===== src/rtl/sct_pkg.sv =====
/*
 * Shared constants and types of the serial transmit/receive core: the register map, the
 * field positions, the reset values, the oversampling counts, the states and carriers.
 * Assumes a byte-wide register port and a 16x baud tick from an external generator.
 */
package sct_pkg;

	// ********************************************************
	// Register map
	// ********************************************************
	localparam logic [2:0] SCT_ADDR_TX_CTRL = 3'h0;
	localparam logic [2:0] SCT_ADDR_RX_CTRL = 3'h1;
	localparam logic [2:0] SCT_ADDR_TX_HOLD = 3'h2;
	localparam logic [2:0] SCT_ADDR_RX_DATA = 3'h3;
	localparam logic [2:0] SCT_ADDR_IRQ_FLAG = 3'h4;
	localparam logic [2:0] SCT_ADDR_IRQ_EN = 3'h5;
	localparam logic [2:0] SCT_ADDR_IRQ_GATE = 3'h6;

	// ********************************************************
	// Field positions
	// ********************************************************
	localparam int SCT_TXC_SHIFTER_EMPTY = 0;
	localparam int SCT_TXC_NINTH_BIT = 1;
	localparam int SCT_TXC_NINE_SEL = 2;
	localparam int SCT_TXC_ENABLE = 3;
	localparam int SCT_TXC_POLARITY = 4;
	localparam int SCT_RXC_NINTH_BIT = 0;
	localparam int SCT_RXC_OVERRUN = 1;
	localparam int SCT_RXC_FRAMING = 2;
	localparam int SCT_RXC_NINE_SEL = 3;
	localparam int SCT_RXC_CONT_EN = 4;
	localparam int SCT_RXC_PORT_EN = 7;
	localparam int SCT_IRQ_TX = 0;
	localparam int SCT_IRQ_RX = 1;
	localparam int SCT_GATE_PERIPHERAL = 0;
	localparam int SCT_GATE_GLOBAL = 1;

	// ********************************************************
	// Reset values
	// ********************************************************
	localparam logic [7:0] SCT_TXC_RESET = 8'h00;
	localparam logic [7:0] SCT_RXC_RESET = 8'h00;
	localparam logic [7:0] SCT_IRQ_EN_RESET = 8'h00;
	localparam logic [7:0] SCT_IRQ_GATE_RESET = 8'h00;

	// ********************************************************
	// Bit timing in 16x ticks
	// ********************************************************
	localparam logic [3:0] SCT_TICK_LAST = 4'hF;
	localparam logic [3:0] SCT_TICK_SAMPLE_A = 4'h7;
	localparam logic [3:0] SCT_TICK_SAMPLE_B = 4'h8;
	localparam logic [3:0] SCT_TICK_DECIDE = 4'h9;
	localparam logic [3:0] SCT_LAST_BIT_EIGHT = 4'h7;
	localparam logic [3:0] SCT_LAST_BIT_NINE = 4'h8;

	// ********************************************************
	// Types
	// ********************************************************
	typedef struct packed {
		logic [2:0] addr;
		logic [7:0] wrData;
		logic wrStrobe;
		logic rdStrobe;
	} sct_bus_req_t;

	typedef struct packed {
		logic framingErr;
		logic [8:0] data;
	} sct_rx_entry_t;

	typedef enum logic [1:0] {
		SCT_TX_IDLE = 2'b00,
		SCT_TX_START = 2'b01,
		SCT_TX_DATA = 2'b10,
		SCT_TX_STOP = 2'b11
	} sct_tx_state_t;

	typedef enum logic [1:0] {
		SCT_RX_IDLE = 2'b00,
		SCT_RX_START = 2'b01,
		SCT_RX_DATA = 2'b10,
		SCT_RX_STOP = 2'b11
	} sct_rx_state_t;

endpackage : sct_pkg


===== src/rtl/sct_rx_fifo.sv =====
/*
 * Two-entry receive buffer holding each character with its framing error indicator.
 * Assumes the caller never writes when full without a read, nor reads when empty.
 */
`timescale 1ns/1ps

module sct_rx_fifo import sct_pkg::*; (
	input wire logic clk,
	input wire logic reset_n,
	input wire logic flush,
	input wire logic wrEn,
	input wire sct_rx_entry_t wrEntry,
	input wire logic rdEn,
	output sct_rx_entry_t headEntry,
	output logic full,
	output logic empty
);

	sct_rx_entry_t slot [0:1];
	logic [1:0] count;
	logic wrPtr;
	logic rdPtr;

	always_ff @(posedge clk) begin
		if (!reset_n || flush) begin
			count <= 2'h0;
			wrPtr <= 1'b0;
			rdPtr <= 1'b0;
		end else begin
			if (wrEn) begin
				wrPtr <= ~wrPtr;
			end
			if (rdEn) begin
				rdPtr <= ~rdPtr;
			end
			count <= count + {1'b0, wrEn} - {1'b0, rdEn};
		end
	end

	// The slots need no reset; the count alone says which of them are valid.
	always_ff @(posedge clk) begin
		if (wrEn) begin
			slot[wrPtr] <= wrEntry;
		end
	end

	assign headEntry = slot[rdPtr];
	assign full = (count == 2'h2);
	assign empty = (count == 2'h0);

endmodule : sct_rx_fifo


===== src/rtl/sct_serial_core.sv =====
/*
 * Asynchronous serial core: transmit holding register, shifter and status flags, and the
 * 16x oversampled receiver with its two-entry buffer and error flags.
 * Assumes a single clock, a one-cycle 16x baud tick from an outside generator on the same
 * clock, and a serial input pin that is asynchronous to the clock.
 */
// Function
// - Transmit flag is set when enabled and the holding register is empty.
// - Transmit flag shows the new state from the second cycle after a write.
// - Transmit flag is read-only; writes do not change it.
// - Transmit flag ignores its enable; the enable only gates the request.
// - Shifter-empty status clears on load, stays clear until all bits leave.
// - Shifter-empty status is read-only, polled, raises no request.
// - Nine-bit mode shifts nine bits, ninth written bit is the MSB.
// - Ninth bit written first; all nine bits move to the shifter together.
// - Setting transmitter enable sets the flag; gated request follows one cycle later.
// - Software configures, then writes the holding register to start sending.
// - Receive line sampled at 16x baud; receive shifter advances per bit.
// - Completed characters enter a two-entry buffer.
// - Start bit not low at half time is dropped silently.
// - Each bit is taken one bit time apart by majority vote.
// - Low stop bit sets the character's framing error, high clears it.
// - At the stop bit centre the character is pushed and the flag set.
// - Reading receive data returns and removes the oldest character.
// - While overrun stands, no further characters are accepted.
// - Receive flag high when enabled with unread data; read-only.
// - Receive request needs its enable and both global gates.
// - Least significant data bit first on the line, both directions.
// - Frame is low start, eight or nine data, high stop; idle high; transmit polarity inverts the output pin.
// - Waiting character enters the shifter one cycle after the stop bit.
// - Third character into a full buffer sets overrun; enables clear it.
`timescale 1ns/1ps

module sct_serial_core import sct_pkg::*; (
	input wire logic clk,
	input wire logic reset_n,
	input wire sct_bus_req_t busReq,
	output logic [7:0] rdData,
	input wire logic baudTick16,
	input wire logic serialInputPin,
	output logic serialOutput,
	output logic serialOutputEnable,
	output logic txIrq,
	output logic rxIrq
);

	// ********************************************************
	// Helpers
	// ********************************************************
	function automatic logic isWrite(input sct_bus_req_t r, input logic [2:0] a);
		return r.wrStrobe && (r.addr == a);
	endfunction : isWrite

	function automatic logic isRead(input sct_bus_req_t r, input logic [2:0] a);
		return r.rdStrobe && (r.addr == a);
	endfunction : isRead

	function automatic logic [3:0] lastBit(input logic nine);
		return nine ? SCT_LAST_BIT_NINE : SCT_LAST_BIT_EIGHT;
	endfunction : lastBit

	function automatic logic maj3(input logic a, input logic b, input logic c);
		return (a & b) | (a & c) | (b & c);
	endfunction : maj3

	// ********************************************************
	// Control registers
	// ********************************************************
	logic txNinth;
	logic txNineSel;
	logic txEnable;
	logic txPol;
	logic rxNineSel;
	logic rxContEnable;
	logic portEnable;
	logic txIe;
	logic rxIe;
	logic periGate;
	logic globGate;

	always_ff @(posedge clk) begin
		if (!reset_n) begin
			{txPol, txEnable, txNineSel, txNinth} <= SCT_TXC_RESET[4:1];
			{rxContEnable, rxNineSel} <= SCT_RXC_RESET[4:3];
			portEnable <= SCT_RXC_RESET[SCT_RXC_PORT_EN];
			{rxIe, txIe} <= SCT_IRQ_EN_RESET[1:0];
			{globGate, periGate} <= SCT_IRQ_GATE_RESET[1:0];
		end else if (isWrite(busReq, SCT_ADDR_TX_CTRL)) begin
			txNinth <= busReq.wrData[SCT_TXC_NINTH_BIT];
			txNineSel <= busReq.wrData[SCT_TXC_NINE_SEL];
			txEnable <= busReq.wrData[SCT_TXC_ENABLE];
			txPol <= busReq.wrData[SCT_TXC_POLARITY];
		end else if (isWrite(busReq, SCT_ADDR_RX_CTRL)) begin
			rxNineSel <= busReq.wrData[SCT_RXC_NINE_SEL];
			rxContEnable <= busReq.wrData[SCT_RXC_CONT_EN];
			portEnable <= busReq.wrData[SCT_RXC_PORT_EN];
		end else if (isWrite(busReq, SCT_ADDR_IRQ_EN)) begin
			txIe <= busReq.wrData[SCT_IRQ_TX];
			rxIe <= busReq.wrData[SCT_IRQ_RX];
		end else if (isWrite(busReq, SCT_ADDR_IRQ_GATE)) begin
			periGate <= busReq.wrData[SCT_GATE_PERIPHERAL];
			globGate <= busReq.wrData[SCT_GATE_GLOBAL];
		end
	end

	// ********************************************************
	// Transmit holding register
	// ********************************************************
	logic [8:0] holdData;
	logic holdFull;
	logic [8:0] shiftReg;
	sct_tx_state_t txState;
	logic [3:0] txTick;
	logic [3:0] txBit;
	logic txFlag;
	logic txActive;
	logic loadShifter;
	logic shifterEmpty;
	logic txLine;

	assign txActive = txEnable && portEnable;
	assign loadShifter = txActive && holdFull && (txState == SCT_TX_IDLE);
	// the status follows the shifter alone.
	assign shifterEmpty = (txState == SCT_TX_IDLE);

	// A write over a still-full holding register replaces the queued character.
	always_ff @(posedge clk) begin
		if (!reset_n || !txActive) begin
			holdFull <= 1'b0;
			holdData <= 9'h000;
		end else if (isWrite(busReq, SCT_ADDR_TX_HOLD)) begin
			// a holding write queues the character that starts the frame.
			// ninth bit joins the byte as the MSB in nine-bit mode.
			// ninth bit is taken as already written.
			holdData <= {txNinth & txNineSel, busReq.wrData};
			holdFull <= 1'b1;
		end else if (loadShifter) begin
			holdFull <= 1'b0;
		end
	end

	// flag tracks enable and holding state.
	// registered from the next holding state, valid two cycles after a write.
	// Taking the next state keeps an idle shifter's load from showing a false busy cycle.
	// no bus write reaches this flag.
	always_ff @(posedge clk) begin
		if (!reset_n) begin
			txFlag <= 1'b0;
		end else begin
			txFlag <= txEnable && !(holdFull && !loadShifter);
		end
	end

	// ********************************************************
	// Transmit shifter
	// ********************************************************
	// every bit lasts sixteen outside ticks.
	always_ff @(posedge clk) begin
		if (!reset_n || !txActive) begin
			txState <= SCT_TX_IDLE;
			shiftReg <= 9'h000;
			txTick <= 4'h0;
			txBit <= 4'h0;
		end else begin
			case (txState)
				SCT_TX_IDLE: begin
					// queued character loads in the cycle after the stop bit.
					if (loadShifter) begin
						shiftReg <= holdData;
						txTick <= 4'h0;
						txState <= SCT_TX_START;
					end
				end
				default: begin
					if (baudTick16) begin
						txTick <= txTick + 4'h1;
						if (txTick == SCT_TICK_LAST) begin
							case (txState)
								SCT_TX_START: begin
									txBit <= 4'h0;
									txState <= SCT_TX_DATA;
								end
								SCT_TX_DATA: begin
									shiftReg <= {1'b0, shiftReg[8:1]};
									txBit <= txBit + 4'h1;
									// nine bits per frame when selected.
									if (txBit == lastBit(txNineSel)) begin
										txState <= SCT_TX_STOP;
									end
								end
								default: begin
									txState <= SCT_TX_IDLE;
								end
							endcase
						end
					end
				end
			endcase
		end
	end

	// start low, data, stop and idle high.
	always_comb begin
		case (txState)
			SCT_TX_START: txLine = 1'b0;
			SCT_TX_DATA: txLine = shiftReg[0];
			default: txLine = 1'b1;
		endcase
	end

	always_ff @(posedge clk) begin
		if (!reset_n) begin
			serialOutput <= 1'b1;
			serialOutputEnable <= 1'b0;
		end else begin
			serialOutput <= txLine ^ txPol;
			serialOutputEnable <= portEnable;
		end
	end

	// ********************************************************
	// Receive recovery
	// ********************************************************
	logic rxSync1;
	logic rxSync2;
	logic rxPrev;
	sct_rx_state_t rxState;
	logic [3:0] rxTick;
	logic [3:0] rxBit;
	logic [8:0] rxShift;
	logic [1:0] rxSamples;
	logic rxActive;
	logic rxDecide;
	logic rxBitVal;
	logic push;
	sct_rx_entry_t pushEntry;
	logic rxOverrun;
	logic pop;
	logic fifoFull;
	logic fifoEmpty;
	logic fifoWrite;
	sct_rx_entry_t headEntry;
	logic rxFlag;

	always_ff @(posedge clk) begin
		if (!reset_n) begin
			rxSync1 <= 1'b1;
			rxSync2 <= 1'b1;
			rxPrev <= 1'b1;
		end else begin
			rxSync1 <= serialInputPin;
			rxSync2 <= rxSync1;
			rxPrev <= rxSync2;
		end
	end

	assign rxActive = rxContEnable && portEnable;
	assign rxDecide = baudTick16 && (rxTick == SCT_TICK_DECIDE);
	// two earlier samples and the present one vote.
	assign rxBitVal = maj3(rxSamples[1], rxSamples[0], rxSync2);

	// the bit clock is the 16x tick counted to sixteen.
	always_ff @(posedge clk) begin
		if (!reset_n || !rxActive) begin
			rxState <= SCT_RX_IDLE;
			rxTick <= 4'h0;
			rxBit <= 4'h0;
			rxShift <= 9'h000;
			rxSamples <= 2'h3;
			push <= 1'b0;
			pushEntry <= '0;
		end else begin
			push <= 1'b0;
			if (rxState == SCT_RX_IDLE) begin
				// no new start edge is taken while overrun stands.
				if (rxPrev && !rxSync2 && !rxOverrun) begin
					rxTick <= 4'h0;
					rxState <= SCT_RX_START;
				end
			end else if (baudTick16) begin
				rxTick <= rxTick + 4'h1;
				if (rxTick == SCT_TICK_SAMPLE_A || rxTick == SCT_TICK_SAMPLE_B) begin
					rxSamples <= {rxSamples[0], rxSync2};
				end
				if (rxDecide) begin
					case (rxState)
						SCT_RX_START: begin
							// a high start centre drops back to idle silently.
							if (rxBitVal) begin
								rxState <= SCT_RX_IDLE;
							end else begin
								rxBit <= 4'h0;
								rxShift <= 9'h000;
								rxState <= SCT_RX_DATA;
							end
						end
						SCT_RX_DATA: begin
							// first data bit lands in bit zero.
							rxShift[rxBit] <= rxBitVal;
							rxBit <= rxBit + 4'h1;
							if (rxBit == lastBit(rxNineSel)) begin
								rxState <= SCT_RX_STOP;
							end
						end
						default: begin
							// low stop level marks a framing error.
							// character is handed over at the stop bit's centre decision.
							pushEntry <= '{framingErr: ~rxBitVal, data: rxShift};
							push <= 1'b1;
							rxState <= SCT_RX_IDLE;
						end
					endcase
				end
			end
		end
	end

	// ********************************************************
	// Receive buffer and flags
	// ********************************************************
	// a read of receive data pops the oldest character.
	assign pop = isRead(busReq, SCT_ADDR_RX_DATA) && !fifoEmpty;
	assign fifoWrite = push && (!fifoFull || pop);

	// two characters are held; a third may be on its way.
	sct_rx_fifo u_rx_fifo (
		.clk(clk),
		.reset_n(reset_n),
		.flush(!portEnable),
		.wrEn(fifoWrite),
		.wrEntry(pushEntry),
		.rdEn(pop),
		.headEntry(headEntry),
		.full(fifoFull),
		.empty(fifoEmpty)
	);

	// a complete third character into a full buffer sets overrun.
	always_ff @(posedge clk) begin
		if (!reset_n || !rxActive) begin
			rxOverrun <= 1'b0;
		end else if (push && !fifoWrite) begin
			rxOverrun <= 1'b1;
		end
	end

	// flag needs the receiver enabled and an unread character.
	always_ff @(posedge clk) begin
		if (!reset_n) begin
			rxFlag <= 1'b0;
		end else begin
			rxFlag <= rxActive && !fifoEmpty;
		end
	end

	// enables gate only the requests, not the flags.
	// the request follows the flag in the next cycle.
	// receive request needs all three enables.
	always_ff @(posedge clk) begin
		if (!reset_n) begin
			txIrq <= 1'b0;
			rxIrq <= 1'b0;
		end else begin
			txIrq <= txFlag && txIe && periGate && globGate;
			rxIrq <= rxFlag && rxIe && periGate && globGate;
		end
	end

	// ********************************************************
	// Read port
	// ********************************************************
	always_ff @(posedge clk) begin
		if (!reset_n || !busReq.rdStrobe) begin
			rdData <= 8'h00;
		end else if (busReq.addr == SCT_ADDR_TX_CTRL) begin
			rdData <= {3'h0, txPol, txEnable, txNineSel, txNinth, shifterEmpty};
		end else if (busReq.addr == SCT_ADDR_RX_CTRL) begin
			rdData <= {portEnable, 2'h0, rxContEnable, rxNineSel,
				headEntry.framingErr & !fifoEmpty, rxOverrun, headEntry.data[8] & !fifoEmpty};
		end else if (busReq.addr == SCT_ADDR_RX_DATA) begin
			rdData <= fifoEmpty ? 8'h00 : headEntry.data[7:0];
		end else if (busReq.addr == SCT_ADDR_IRQ_FLAG) begin
			rdData <= {6'h00, rxFlag, txFlag};
		end else if (busReq.addr == SCT_ADDR_IRQ_EN) begin
			rdData <= {6'h00, rxIe, txIe};
		end else if (busReq.addr == SCT_ADDR_IRQ_GATE) begin
			rdData <= {6'h00, globGate, periGate};
		end else begin
			rdData <= 8'h00;
		end
	end
endmodule : sct_serial_core


===== config.mk =====
export PLATFORM = sky130hd
export DESIGN_NAME = sct_serial_core
export DESIGN_NICKNAME = d
export VERILOG_FILES = /design/src/rtl/sct_pkg.sv /design/src/rtl/sct_rx_fifo.sv /design/src/rtl/sct_serial_core.sv
export SDC_FILE = /design/constraint.sdc
export NUM_CORES = 1
export LEC_CHECK = 0
export BUFFER_PORTS_ARGS = -buffer_cell sky130_fd_sc_hd__buf_4
export CAP_MARGIN = 20
export CORE_UTILIZATION = 35
export CTS_BUF_LIST = sky130_fd_sc_hd__clkbuf_8
export DETAILED_ROUTE_END_ITERATION = 10
export PLACE_DENSITY_LB_ADDON = 0.08
export SLEW_MARGIN = 20
export SYNTH_ARGS = -nofsm -noshare
export SYNTH_HDL_FRONTEND = slang
export SYNTH_SLANG_ARGS = --single-unit

===== constraint.sdc =====
create_clock -name clk -period 1.7 [get_ports clk]
set_input_delay 0.085 -clock clk [delete_from_list [all_inputs] [get_ports clk]]
set_output_delay 0.085 -clock clk [all_outputs]
set_load 0.02 [all_outputs]

Word-level counts from Yosys, hierarchy flattened --
Memories as Yosys holds them, arrays and structs flattened. A register that Yosys moved wholly into a read port is not among the register bits. Cells that the tools add are included.
Word-level totals: flip-flop bits (word level) 94, latch bits 0, memory bits (writable) 20, memory bits (read-only) 0, bits of input ports 17, output and inout port bits 12, logic and storage cells 213, memories 1
Operators by class: add/subtract/negate cells 6, $mul 0, divide/modulo/power cells 0, order comparisons 2, equality and inequality tests 22, shifts and indexed selects 0, multiplexer cells 49, bitwise logic cells 20, reductions and logical operators 72
Memory list:
- u_rx_fifo.slot | depth 2, bits a word 10, rd ports 1, clocked after Yosys merged registers in 1, write ports 1, line sct_rx_fifo.sv:19 | sct_rx_entry_t slot [0:1];
Operators by type and width (number):
- $mux 9 | 6
- $mux 4 | 9
- $mux 2 | 14
- $logic_and 1x1->1 | 26
- $mux 8 | 3
- $reduce_and 4->1 | 6
- $pmux 9 s2 | 1
- $add 4x1->4 const B | 4
- $pmux 4 s2 | 2
- $reduce_bool 2->1 | 8
- $eq 4x4->1 const B | 3
- $logic_not 1->1 | 12
- $not 1->1 | 11
- $bwmux 9 | 1
- $eq 3x3->1 const B | 3
- $eq 4x4->1 | 2
- $mux 1 | 8
- $pmux 2 s2 | 2
- $and 1x1->1 | 6
- $eq 2x2->1 const B | 3
- $eq 3x2->1 const B | 2
- $logic_not 2->1 | 3
- $logic_or 1x1->1 | 6
- $ne 3x3->1 const B | 2
- other kinds (21) | 28

Logic depth before layout (Yosys ltp) --
Gate-level depths: netlist of run 1.
depth after elaboration 8, gate-level depth with buffers 8, gate-level depth less buffers 7

Hierarchy --
From an unflattened synthesis of run 1, not the netlist that was laid out.
Second synthesis, totals: cell total of the unflattened synthesis 507, area, all modules 5087.4 sq um
Modules (own cells, without submodules):
- sct_serial_core | times used 1, cells an instance 453, area an instance 4142.7 sq um, sequential area each 1801.7 sq um
- sct_rx_fifo | times used 1, cells an instance 54, area an instance 944.7 sq um, sequential area each 700.7 sq um

Least setup slack after synthesis of run 1 --
OpenSTA, ideal clock, no wires.
path type reg-to-reg, from register txState[0], to register shiftReg[7], library setup time 86 ps, data arrival time 1772 ps, required time 1614 ps, slack -157 ps, stages on the path, launching flop included 9, buffers on the path 2, clock period less this slack 1857 ps, path through dfxtp_1 -> inv_1 -> ha_1 -> buf_2 -> nand2b_1 -> a21oi_1 -> buf_2 -> nor2_1 -> a211oi_1
On the way: longest elaborated chain between the ends 4, elaborated cells between the ends (all ways) 9, classes of those cells eq/ne: 2; mux: 1; reduce/logical: 6
Ends and longest elaborated chain:
- from (decl) | line sct_serial_core.sv:112 | sct_tx_state_t txState;
- from (signal assigned) | line sct_serial_core.sv:160 | txState <= SCT_TX_IDLE;
- from (signal assigned) | line sct_serial_core.sv:171 | txState <= SCT_TX_START;
- from (signal assigned) | line sct_serial_core.sv:181 | txState <= SCT_TX_DATA;
- $logic_not 2->1 | line sct_serial_core.sv:122, sct_serial_core.sv:165
- $logic_and 1x1->1 | line sct_serial_core.sv:122 | assign loadShifter = txActive && holdFull && (txState == SCT_TX_IDLE);
- $ne 2x2->1 (no line)
- $reduce_and 4->1 (no line)
- to (signal assigned) | line sct_serial_core.sv:169 | shiftReg <= holdData;
- to (signal assigned) | line sct_serial_core.sv:184 | shiftReg <= {1'b0, shiftReg[8:1]};
- to (decl) | line sct_serial_core.sv:111 | logic [8:0] shiftReg;
Parallel ways exist; a longest one is shown, timed or not. A chain may end at the register's enable or synchronous reset.

Final worst setup path of run 1 --
from register rxState[0], to register rxBit[3]
On the way: longest elaborated chain between the ends 3, elaborated cells between the ends (all ways) 8, classes of those cells eq/ne: 3; mux: 1; bitwise: 1; reduce/logical: 3
Ends and longest elaborated chain:
- from (decl) | line sct_serial_core.sv:227 | sct_rx_state_t rxState;
- from (signal assigned) | line sct_serial_core.sv:265 | rxState <= SCT_RX_IDLE;
- from (signal assigned) | line sct_serial_core.sv:278 | rxState <= SCT_RX_START;
- from (signal assigned) | line sct_serial_core.sv:290 | rxState <= SCT_RX_IDLE;
- $eq 2x1->1 (tied with other cells) | line sct_serial_core.sv:286 | case (rxState)
- $ne 2x2->1 (no line) (tied with other cells)
- $reduce_and 5->1 (no line)
- to (signal assigned) | line sct_serial_core.sv:300 | rxBit <= rxBit + 4'h1;
- to (decl) | line sct_serial_core.sv:229 | logic [3:0] rxBit;
Parallel ways exist; a longest one is shown, timed or not.

==> results.ini, run 1 <==
[finish]
final_cell_mix = 88 x dfxtp_1, 74 x buf_4, 52 x nor2_1
antenna_cells = 0
nets = 638
final_common_cell = dfxtp_1
drive_gt1_share_pct = 23.50
area_growth_pct = 28.04

[setup_path]
endpoint = rxBit[3]
cp.arrival_ps = 2080
reg2reg_slack_ps = 4
required_ps = 2080
crit_family = compound AO/OA/AOI/OAI gates
r2r-end = rxBit[3]
cp.depth = 7
crit_fanout = 7
end_kind = flop
crit_chain = inv_2 -> ha_4 -> inv_2 -> a211o_4 -> buf_6 -> or3_4 -> a21oi_2
reg2reg_from = rxState[0]
crit_start = rxState[0]
crit_path_top_delay_cell = dfxtp_2
startpoint_type = flop
timing.critical_path.mode_cell = inv_2
path_class = flop to flop
r2r_cells = 7
slowest_delay_ps = 350
path_buf_inv = 3

[floorplan]
initial_utilization_pct = 36.02
dieArea_um2 = 14830
rows = 43
fp.dieW_um = 121.8
num_io_pins = 29
coreArea_um2 = 13930
fp.dieH_um = 121.8

[min_path]
min_path_type = input pin to flop

[power_and_ir_drop]
leakagePower_nw = 2.446
swShare_pct = 21.82
p_per_area_nw_per_um2 = 846.0
power_frac_clock_pct = 46.1
pwr-share-comb_pct = 2.8
power_switching_mw = 1.187
seq_power_share_pct = 51.1
intPower_mw = 4.251
ir_drop_v = 0.0003765

[route]
wirelength_um = 11510
met3_length_um = 400
met1_length_um = 5622
vias_per_cell = 5.015
wl_per_cell_um = 14.44
ant_nets = 0
routed.top_layer = met4
drc = 0
routed-wl-met2_um = 5305
route.vias.total = 3997
dr.first_iter.drc_count = 219
first_pass_iters = 4

[yosys]
synth-seq-cells = 115
synthSimpleGateAreaFrac_pct = 20.21
syn_inst = 516
synthMuxAreaShare_pct = 9.272
synthTopCellsByArea = dfxtp_1 38%, edfxtp_1 12%, mux2i_1 8.4%
synthArstFlopShare_pct = 0
synth.avg_cell_area_um2 = 9.728
synth_top_family_by_area = simple AND/OR/NAND/NOR gates
synth_nets = 550
yosysWarnings = 0
synth_xor_area_share_pct = 0.8724
syn_area_um2 = 5020
yosys.area_share.adder_pct = 4.462
synth_ff_type = dfxtp_1
synth-edff-count = 20
synth_top_area_share_pct = 37.89
yosysTopAreaCell = dfxtp_1
synth.distinct_cells = 54
synth-compound-area-share_pct = 12.29
yosysSeqAreaShare_pct = 49.85

[sta]
drv_slew = 0
post-route-period-util_pct = 99.79
fmax_mhz = 589.5
finalHoldViolCount = 0
slew_headroom_pct = 67.00
tightest_slew_ps = 493.5
finalSetupViolations = 0
min_period_ps = 1696
whs_ps = 27.99
rsz0062_at_grt = yes
final.setup_skew_ps = 10.30
fin_setup_tns_ps = 0

[placed_design]
dpl.hpwl_um = 8146
port_buffers = 28
gp_congestion = 0.7767

[global_route]
grt_usage_pct = 16.97
grt_max_degree = 29
grt_pass1_vias = 3817
overflow = 0
grt_pass1_wl_um = 19200
antenna_found_initial = 0

[clocking]
cts_max_level = 4
clock_sinks = 115
cts_tree = done
clock_latency_ps = 440
root_buffer = clkbuf_8
cts_buffers = 17
cts_max_path_buffers = 2
cts.clk_slew.worst_paths_ps = 70

[status]
outcome = finished, final reports clean

[flow_run]
maxCapViolations = 0

how the worst min path moves through the flow:
stage | start | to | slack (ps) | cells past startpoint
floorplan | serialInputPin | rxSync1 | 190 | 1
global placement | serialInputPin | rxSync1 | 270 | 2
detailed placement | serialInputPin | rxSync1 | 270 | 2
CTS | busReq[12] | rdData[4] | 3 | 3
global route | busReq[12] | rdData[4] | 5 | 3
finish | busReq[12] | rdData[4] | 30 | 3
sequential cells by signal, indices dropped and copies added (netlist names), 2 cells and up, named ones only:
register	count
u_rx_fifo.slot	20
pushEntry	10
holdData	9
rxShift	9
shiftReg	9
rdData	8
rxBit	4
rxTick	4
txBit	4
txTick	4
rxSamples	2
rxState	2
txState	2
u_rx_fifo.count	2
cells by family (layout without fill, tap and decap cells):
family,Yosys count,count (layout)
simple gates,195,195
xor+xnor,5,5
compound gates,98,98
buf+inv,39,140
mux,46,46
fa+ha+maj,18,18
flops,115,115
cells in the mapped netlist (all sizes together) (6+ instances only):
library cell and count:
buf 6, dfxtp 95, nand2b 10, nand3 10, nor2b 14, inv 18, clkbuf 15, and3 9
o21ai 19, edfxtp 20, nand2 48, nand3b 9, a21oi 40, nor2 52, a211oi 12, mux2i 42
nor3 10, ha 17
cell type report:
cell class | instances | area (µm²)
Fill cell | 1316 | 7507
Sequential cell | 115 | 2511
Multi-Input combinational cell | 362 | 2490
Timing Repair Buffer | 90 | 748.2
Clock buffer | 17 | 234.0
Tap cell | 180 | 225.2
Clock inverter | 15 | 151.4
Inverter | 18 | 67.56
power groups by stage:
stage | logic, mW | clock network, mW | registers (mW)
after floorplan | 0.0667 | 0 | 2.84
after global routing | 0.169 | 2.72 | 2.78
final | 0.154 | 2.51 | 2.78
after detailed placement | 0.135 | 0 | 2.84
after CTS | 0.155 | 2.58 | 2.78
after global placement | 0.135 | 0 | 2.84
per-layer routing:
layer / vias to the layer above / GRT usage [%]
met5: - / 0
met3: 16 / 4.682
li1: 2024 / -
met1: 1904 / 22.49
met2: 53 / 26.13
met4: 0 / 6.481
worst reg2reg max path, cell delays in order, from the launching register on:
cell	delay, ps
dfxtp_2	350
inv_2	50
ha_4	260
inv_2	40
a211o_4	350
buf_6	130
or3_4	320
a21oi_2	130
stage by stage:
step	instances	power (mW)	setup WS (ps)	area, µm²	util (%)
detailed placement	751	2.974	-51.95	5796	41.59
global placement	751	2.973	16.51	5796	41.59
floorplan	516	2.904	12.08	5047	-
CTS	795	5.510	7.577	6326	45.40
global route	797	5.669	-62.87	6427	46.13
finish	797	5.437	3.510	6427	46.13
what timing repair did:
action | in CTS | in global routing
hold buffers | 11 | 0
setup buffers | 1 | 2
pin swaps | 8 | 8
gates resized for setup | 7 | 24
hold endpoints to repair | 23 | 0
setup endpoints to repair | 7 | 21
Note: power is estimated with default switching activity, not from simulation.
==> run 2: changes to the inputs <==
PLACE_DENSITY = 0.61   (was default)
PLACE_DENSITY_LB_ADDON = default   (was 0.08)
==> results.ini, run 2 (synthesis gave the netlist of run 1 again) <==
[clocking]
clock_sinks = 115  ; unchanged
cts.clk_slew.worst_paths_ps = 70  ; about the same
cts_max_level = 4  ; unchanged
cts_tree = done
cts_buffers = 17  ; unchanged
root_buffer = clkbuf_8
cts_max_path_buffers = 2  ; unchanged
clock_latency_ps = 430  ; about the same

[sta]
whs_ps = 116.3  ; +88.31 ps
fmax_mhz = 575.2  ; -2.4%
drv_slew = 0  ; unchanged
slew_headroom_pct = 63.60  ; -3.4 points
min_period_ps = 1738  ; +41.95 ps
rsz0062_at_grt = yes
fin_ws_ps = -38.44  ; -41.95 ps
tightest_slew_ps = 545.4  ; +51.85 ps
finalHoldViolCount = 0  ; unchanged
final.setup_skew_ps = 14.98  ; +4.679 ps
finalSetupViolations = 2  ; +2
post-route-period-util_pct = 102.3  ; +2.5 points

[finish]
fillerInstances = 1290  ; -2.0%
nets = 635  ; -0.47%
final_cell_mix = 88 x dfxtp_1, 72 x buf_4, 50 x nor2_1
final_cells = 794  ; -0.38%
area_growth_pct = 27.87
antenna_cells = 0  ; unchanged
regMostFlops = u_rx_fifo.slot
reg_top3 = u_rx_fifo.slot: 20 flops, pushEntry: 10 flops
largest_register_ffs = 20  ; unchanged
stdcell_area_um2 = 6419  ; -0.14%
drive_gt1_share_pct = 24.43  ; +0.93 points
final_common_cell = dfxtp_1

[setup_path]
crit_fanout = 7  ; unchanged
startpoint_type = flop
end_kind = flop
path_class = flop to flop
crit_family = compound AO/OA/AOI/OAI gates
slowest_delay_ps = 440  ; +90 ps
path_buf_inv = 2  ; -1
crit_chain = inv_4 -> ha_4 -> inv_2 -> a211o_4 -> or4_1 -> a21oi_1
required_ps = 2050  ; -30 ps
cp.arrival_ps = 2090  ; about the same
crit_path_top_delay_cell = or4_1

[flow_run]
maxCapViolations = 0  ; unchanged

[global_route]
grt_pass1_wl_um = 18320  ; -4.6%
antenna_found_initial = 0  ; unchanged
grt_max_degree = 29  ; unchanged
grt_usage_pct = 15.85  ; -1.1 points
grt_pass1_vias = 3850  ; +0.86%
overflow = 0  ; unchanged

[placed_design]
placed_area_um2 = 5710  ; -1.5%
dp.cells = 743  ; -1.1%
port_buffers = 28  ; unchanged
gp_congestion = 0.8050  ; +3.6%
dpl.hpwl_um = 8049  ; -1.2%

[route]
dr.first_iter.drc_count = 255  ; +16%
drc = 0  ; unchanged
ant_nets = 0  ; unchanged
first_pass_iters = 5  ; +1
route.vias.total = 3973  ; -0.60%
wirelength_um = 11350  ; -1.4%
vias_per_cell = 5.004  ; -0.22%
wl_per_cell_um = 14.30  ; -0.99%

[floorplan]
coreArea_um2 = 13930  ; unchanged
fp.dieH_um = 121.8  ; unchanged
num_io_pins = 29  ; unchanged
fp.dieW_um = 121.8  ; unchanged
rows = 43  ; unchanged
initial_utilization_pct = 36.02  ; unchanged
dieArea_um2 = 14830  ; unchanged

[status]
violations = setup timing
outcome = finished with violations

[power_and_ir_drop]
leakagePower_nw = 2.423  ; -0.95%
swShare_pct = 21.95  ; +0.12 points
intPower_mw = 4.106  ; -3.4%
p_per_area_nw_per_um2 = 819.5  ; -3.1%
ir_drop_v = 0.0005119  ; +36%
power_frac_clock_pct = 44.2  ; -1.9 points
power_switching_mw = 1.154  ; -2.7%
seq_power_share_pct = 52.8  ; +1.7 points
total_power_mw = 5.260  ; -3.3%
pwr-share-comb_pct = 3.1  ; +0.3 points

[min_path]
min_path_type = input pin to flop

[run 2: worst register-to-register path: stages, from the launching register on]
cell	delay (ps)
dfxtp_4	380
inv_4	50
ha_4	260
inv_2	40
a211o_4	350
or4_1	440
a21oi_1	150
[run 2: stage by stage]
stage	setup WS, ps	TNS [ps]	util [%]
floorplan	12.08	0	-
global placement	3.039	0	40.98
detailed placement	-62.85	-794.6	40.98
CTS	-18.39	-186.5	44.85
global route	-97.98	-409.9	46.06
finish	-38.44	-42.06	46.06
[run 2: cell type report]
cell class                      count  area (µm²)  share of cell area, %
Tap cell                          180       225.2                  3.509
Timing Repair Buffer               87       704.4                  10.97
Multi-Input combinational cell    362        2546                  39.67
Clock buffer                       17       234.0                  3.645
Clock inverter                     15       125.1                  1.949
Inverter                           18       70.07                  1.092
Sequential cell                   115        2514                  39.16
[run 2: timing repair]
action | CTS | global route
hold buffers | 11 | 0
gates resized for setup | 11 | 34
setup endpoints to repair | 31 | 43
setup buffers | 4 | 4
hold endpoints to repair | 23 | 0
pin swaps | 9 | 14
[run 2: worst paths after layout]
kind | from | endpoint | slack [ps] | cells after the start
min reg2reg | rxSync1 | rxSync2 | 410 | 1
max | rxState[0] | rxShift[1] | -40 | 6
max reg2reg | rxState[0] | rxShift[1] | -40 | 6
min | busReq[1] | periGate | 120 | 4
[run 2: layer usage]
metal | share of wire, % | GRT usage [%] | wire length (µm) | vias up
met2 | 49 | 26.94 | 5585 | 64
met4 | 0.63 | 5.556 | 72 | 0
met5 | 0 | 0 | 0 | -
li1 | - | - | - | 2022
met3 | 3.4 | 3.792 | 382 | 5
met1 | 47 | 19.44 | 5311 | 1882
[run 2: power groups by stage]
stage / Clock [mW] / Combinational [mW] / Sequential (mW)
floorplan: 0 / 0.0667 / 2.84
global placement: 0 / 0.138 / 2.84
detailed placement: 0 / 0.139 / 2.84
CTS: 2.38 / 0.160 / 2.78
global route: 2.51 / 0.172 / 2.77
finish: 2.32 / 0.160 / 2.78
==> run 3: changes to the inputs <==
ABC_AREA = 1   (was default)
PLACE_DENSITY = 0.56   (was 0.61)
==> results.ini, run 3 <==
[sta]
finalSetupViolations = 0  ; -2
min_period_ps = 1585  ; -153.3 ps
final.setup_skew_ps = 10.77  ; -4.210 ps
drv_slew = 0  ; unchanged
fmax_mhz = 630.9  ; +9.7%
post-route-period-util_pct = 93.24  ; -9.0 points
slew_headroom_pct = 74.09  ; +10 points
finalHoldViolCount = 0  ; unchanged
fin_setup_tns_ps = 0  ; +42.06 ps
tightest_slew_ps = 387.7  ; -157.7 ps

[route]
ant_nets = 0  ; unchanged
drc = 0  ; unchanged
wirelength_um = 11130  ; -2.0%
vias_per_cell = 4.702  ; -6.0%
route.vias.total = 4222  ; +6.3%
wl_per_cell_um = 12.39  ; -13%
first_pass_iters = 5  ; unchanged
dr.first_iter.drc_count = 230  ; -9.8%

[status]
outcome = finished, final reports clean

[floorplan]
fp.dieH_um = 122.6  ; +0.66%
initial_utilization_pct = 36.23  ; +0.21 points
fp.dieW_um = 122.6  ; +0.66%
rows = 43  ; unchanged
coreArea_um2 = 14040  ; +0.77%
dieArea_um2 = 15020  ; +1.3%
num_io_pins = 29  ; unchanged

[finish]
largest_register_ffs = 20  ; unchanged
stdcell_area_um2 = 6223  ; -3.0%
nets = 739  ; +16%
final_cell_mix = 134 x nand2_1, 92 x dfxtp_1, 67 x nor2_1
final_common_cell = nand2_1
reg_top3 = u_rx_fifo.slot: 20 flops, pushEntry: 10 flops
antenna_cells = 0  ; unchanged
post-route-util_pct = 44.32  ; -1.7 points
drive_gt1_share_pct = 16.57  ; -7.9 points
regMostFlops = u_rx_fifo.slot
area_growth_pct = 22.33

[setup_path]
r2r-end = txState[0]
crit_fanout = 9  ; +2
timing.critical_path.mode_cell = inv_2
reg2reg_slack_ps = 110  ; +150 ps
reg2reg_from = txState[0]
crit_family = simple AND/OR/NAND/NOR gates
path_class = flop to flop
cp.arrival_ps = 1940  ; -150 ps
crit_chain = inv_1 -> ha_2 -> nor2_4 -> inv_2 -> nand2_2 -> inv_2 -> nor2_8 -> nand2_4 -> clkinv_1 -> nand2_1 -> a21oi_1
startpoint_type = flop
r2r_cells = 11  ; +5
required_ps = 2060  ; about the same
end_kind = flop
crit_path_top_delay_cell = dfxtp_1
path_buf_inv = 4  ; +2
slowest_delay_ps = 360  ; -80 ps

[yosys]
yosysSeqAreaShare_pct = 49.19  ; -0.66 points
synth_top_area_share_pct = 37.38  ; -0.50 points
synth_ff_type = dfxtp_1
synth.distinct_cells = 42  ; -22%
synthTopCellsByArea = dfxtp_1 37%, edfxtp_1 12%, nand2_1 9.9%
synthArstFlopShare_pct = 0  ; unchanged
synth-seq-cells = 115  ; unchanged
synth-edff-count = 20  ; unchanged
yosysWarnings = 0  ; unchanged
yosysTopAreaCell = dfxtp_1
syn_area_um2 = 5087  ; +1.3%
synth.avg_cell_area_um2 = 7.961  ; -18%
syn_inst = 639  ; +24%
synth_most_common_cell = nand2_1
synth_nets = 673  ; +22%
yosys-top-cells-count = 134 x nand2_1, 95 x dfxtp_1, 68 x nor2_1, 59 x inv_1, 58 x a21oi_1

[clocking]
clock_latency_ps = 440  ; about the same
cts_max_path_buffers = 2  ; unchanged
root_buffer = clkbuf_8
cts.clk_slew.worst_paths_ps = 60  ; about the same
clock_sinks = 115  ; unchanged
cts_max_level = 4  ; unchanged
cts_tree = done
cts_buffers = 17  ; unchanged

[global_route]
grt_usage_pct = 16.28  ; +0.43 points
grt_max_degree = 21  ; -28%
grt_pass1_vias = 4095  ; +6.4%
antenna_found_initial = 0  ; unchanged
grt_pass1_wl_um = 18880  ; +3.1%
overflow = 0  ; unchanged

[placed_design]
gp_congestion = 0.8356  ; +3.8%
port_buffers = 28  ; unchanged
dpl.hpwl_um = 7978  ; -0.88%
placed_area_um2 = 5555  ; -2.7%

[power_and_ir_drop]
total_power_mw = 5.662  ; +7.6%
ir_drop_v = 0.0004451  ; -13%
leakagePower_nw = 2.379  ; -1.8%
p_per_area_nw_per_um2 = 909.8  ; +11%

[min_path]
min_from = busReq[0]
hold_end = rxOverrun
whs_path_depth = 4  ; unchanged
min_path_type = input pin to flop

[flow_run]
maxCapViolations = 0  ; unchanged

run 3: changes by cell type after synthesis, sizes merged, moves of 8 or more:
cell and delta:
nand3 +33, inv +52, nand3b -9, a21oi +19, and3 -8, o21ai +31
nor2b -14, nor2 +25, a211oi -9, mux2i -40, clkbuf -10, nand2b -10
nand2 +93
run 3: stage by stage:
step           instances  hold WS (ps)  setup slack (ps)
6_report             898         32.26             114.9
5_1_grt              898         41.30            -7.488
4_1_cts              898        0.1785             12.41
3_5_place_dp         846         295.2            -13.28
3_3_place_gp         846         296.2             50.69
2_1_floorplan        639         191.6            -13.01
run 3: cell families after synthesis:
| family | Yosys count | share of synthesized area [%] |
|---|---|---|
| xor+xnor | 7 | 1.205 |
| mux | 2 | 0.3935 |
| simple gates | 289 | 25.18 |
| fa+ha+maj | 17 | 4.181 |
| flops | 115 | 49.19 |
| compound gates | 121 | 12.67 |
| buf+inv | 88 | 7.182 |
run 3: worst max-delay path by stage:
| stage | startpoint | to | slack [ps] | depth (start not counted) |
|---|---|---|---|---|
| finish | txState[0] | txState[0] | 110 | 11 |
| floorplan | u_rx_fifo.count[1] | u_rx_fifo.slot[0][0] | -10 | 6 |
| global route | txState[1] | txBit[3] | -7 | 9 |
| global placement | txState[0] | shiftReg[0] | 50 | 8 |
| detailed placement | txState[0] | txState[0] | -10 | 8 |
| CTS | rxState[0] | rxShift[8] | 10 | 9 |
run 3: power breakdown:
part	switching (mW)	leakage (nW)	internal [mW]	total, mW
Clock	1.08	0.229	1.65	2.73
Sequential	0.0117	1.00	2.77	2.79
Combinational	0.0776	1.15	0.0693	0.147
run 3: worst min-delay path: stages:
cell and delay (ps):
buf_4 90, nand2_2 90, nand4_1 90, a21oi_1 60
run 3: per-layer routing:
| layer | up-vias | GRT usage [%] | part of all wire (%) |
|---|---|---|---|
| met3 | 16 | 4.647 | 3.8 |
| met1 | 1918 | 19.88 | 47 |
| met5 | - | 0 | 0 |
| met4 | 0 | 7.012 | 2.0 |
| met2 | 64 | 26.62 | 47 |
| li1 | 2224 | - | - |
run 3: repair_timing:
action                                 CTS  global route
hold buffers                            17             0
setup endpoints to repair                3            42
endpoints found under the hold margin   25             0
cloned                                   1             0
setup buffers                            2             0
resized for setup                        0            15
pin swaps                                1             1
run 3: area by class of cell:
cell class,instances,area [µm²]
Inverter,72,277.8
Clock buffer,19,261.5
Multi-Input combinational cell,437,2265
Clock inverter,13,167.7
Fill cell,1414,7819
Timing Repair Buffer,62,520.5
Sequential cell,115,2506
Tap cell,180,225.2
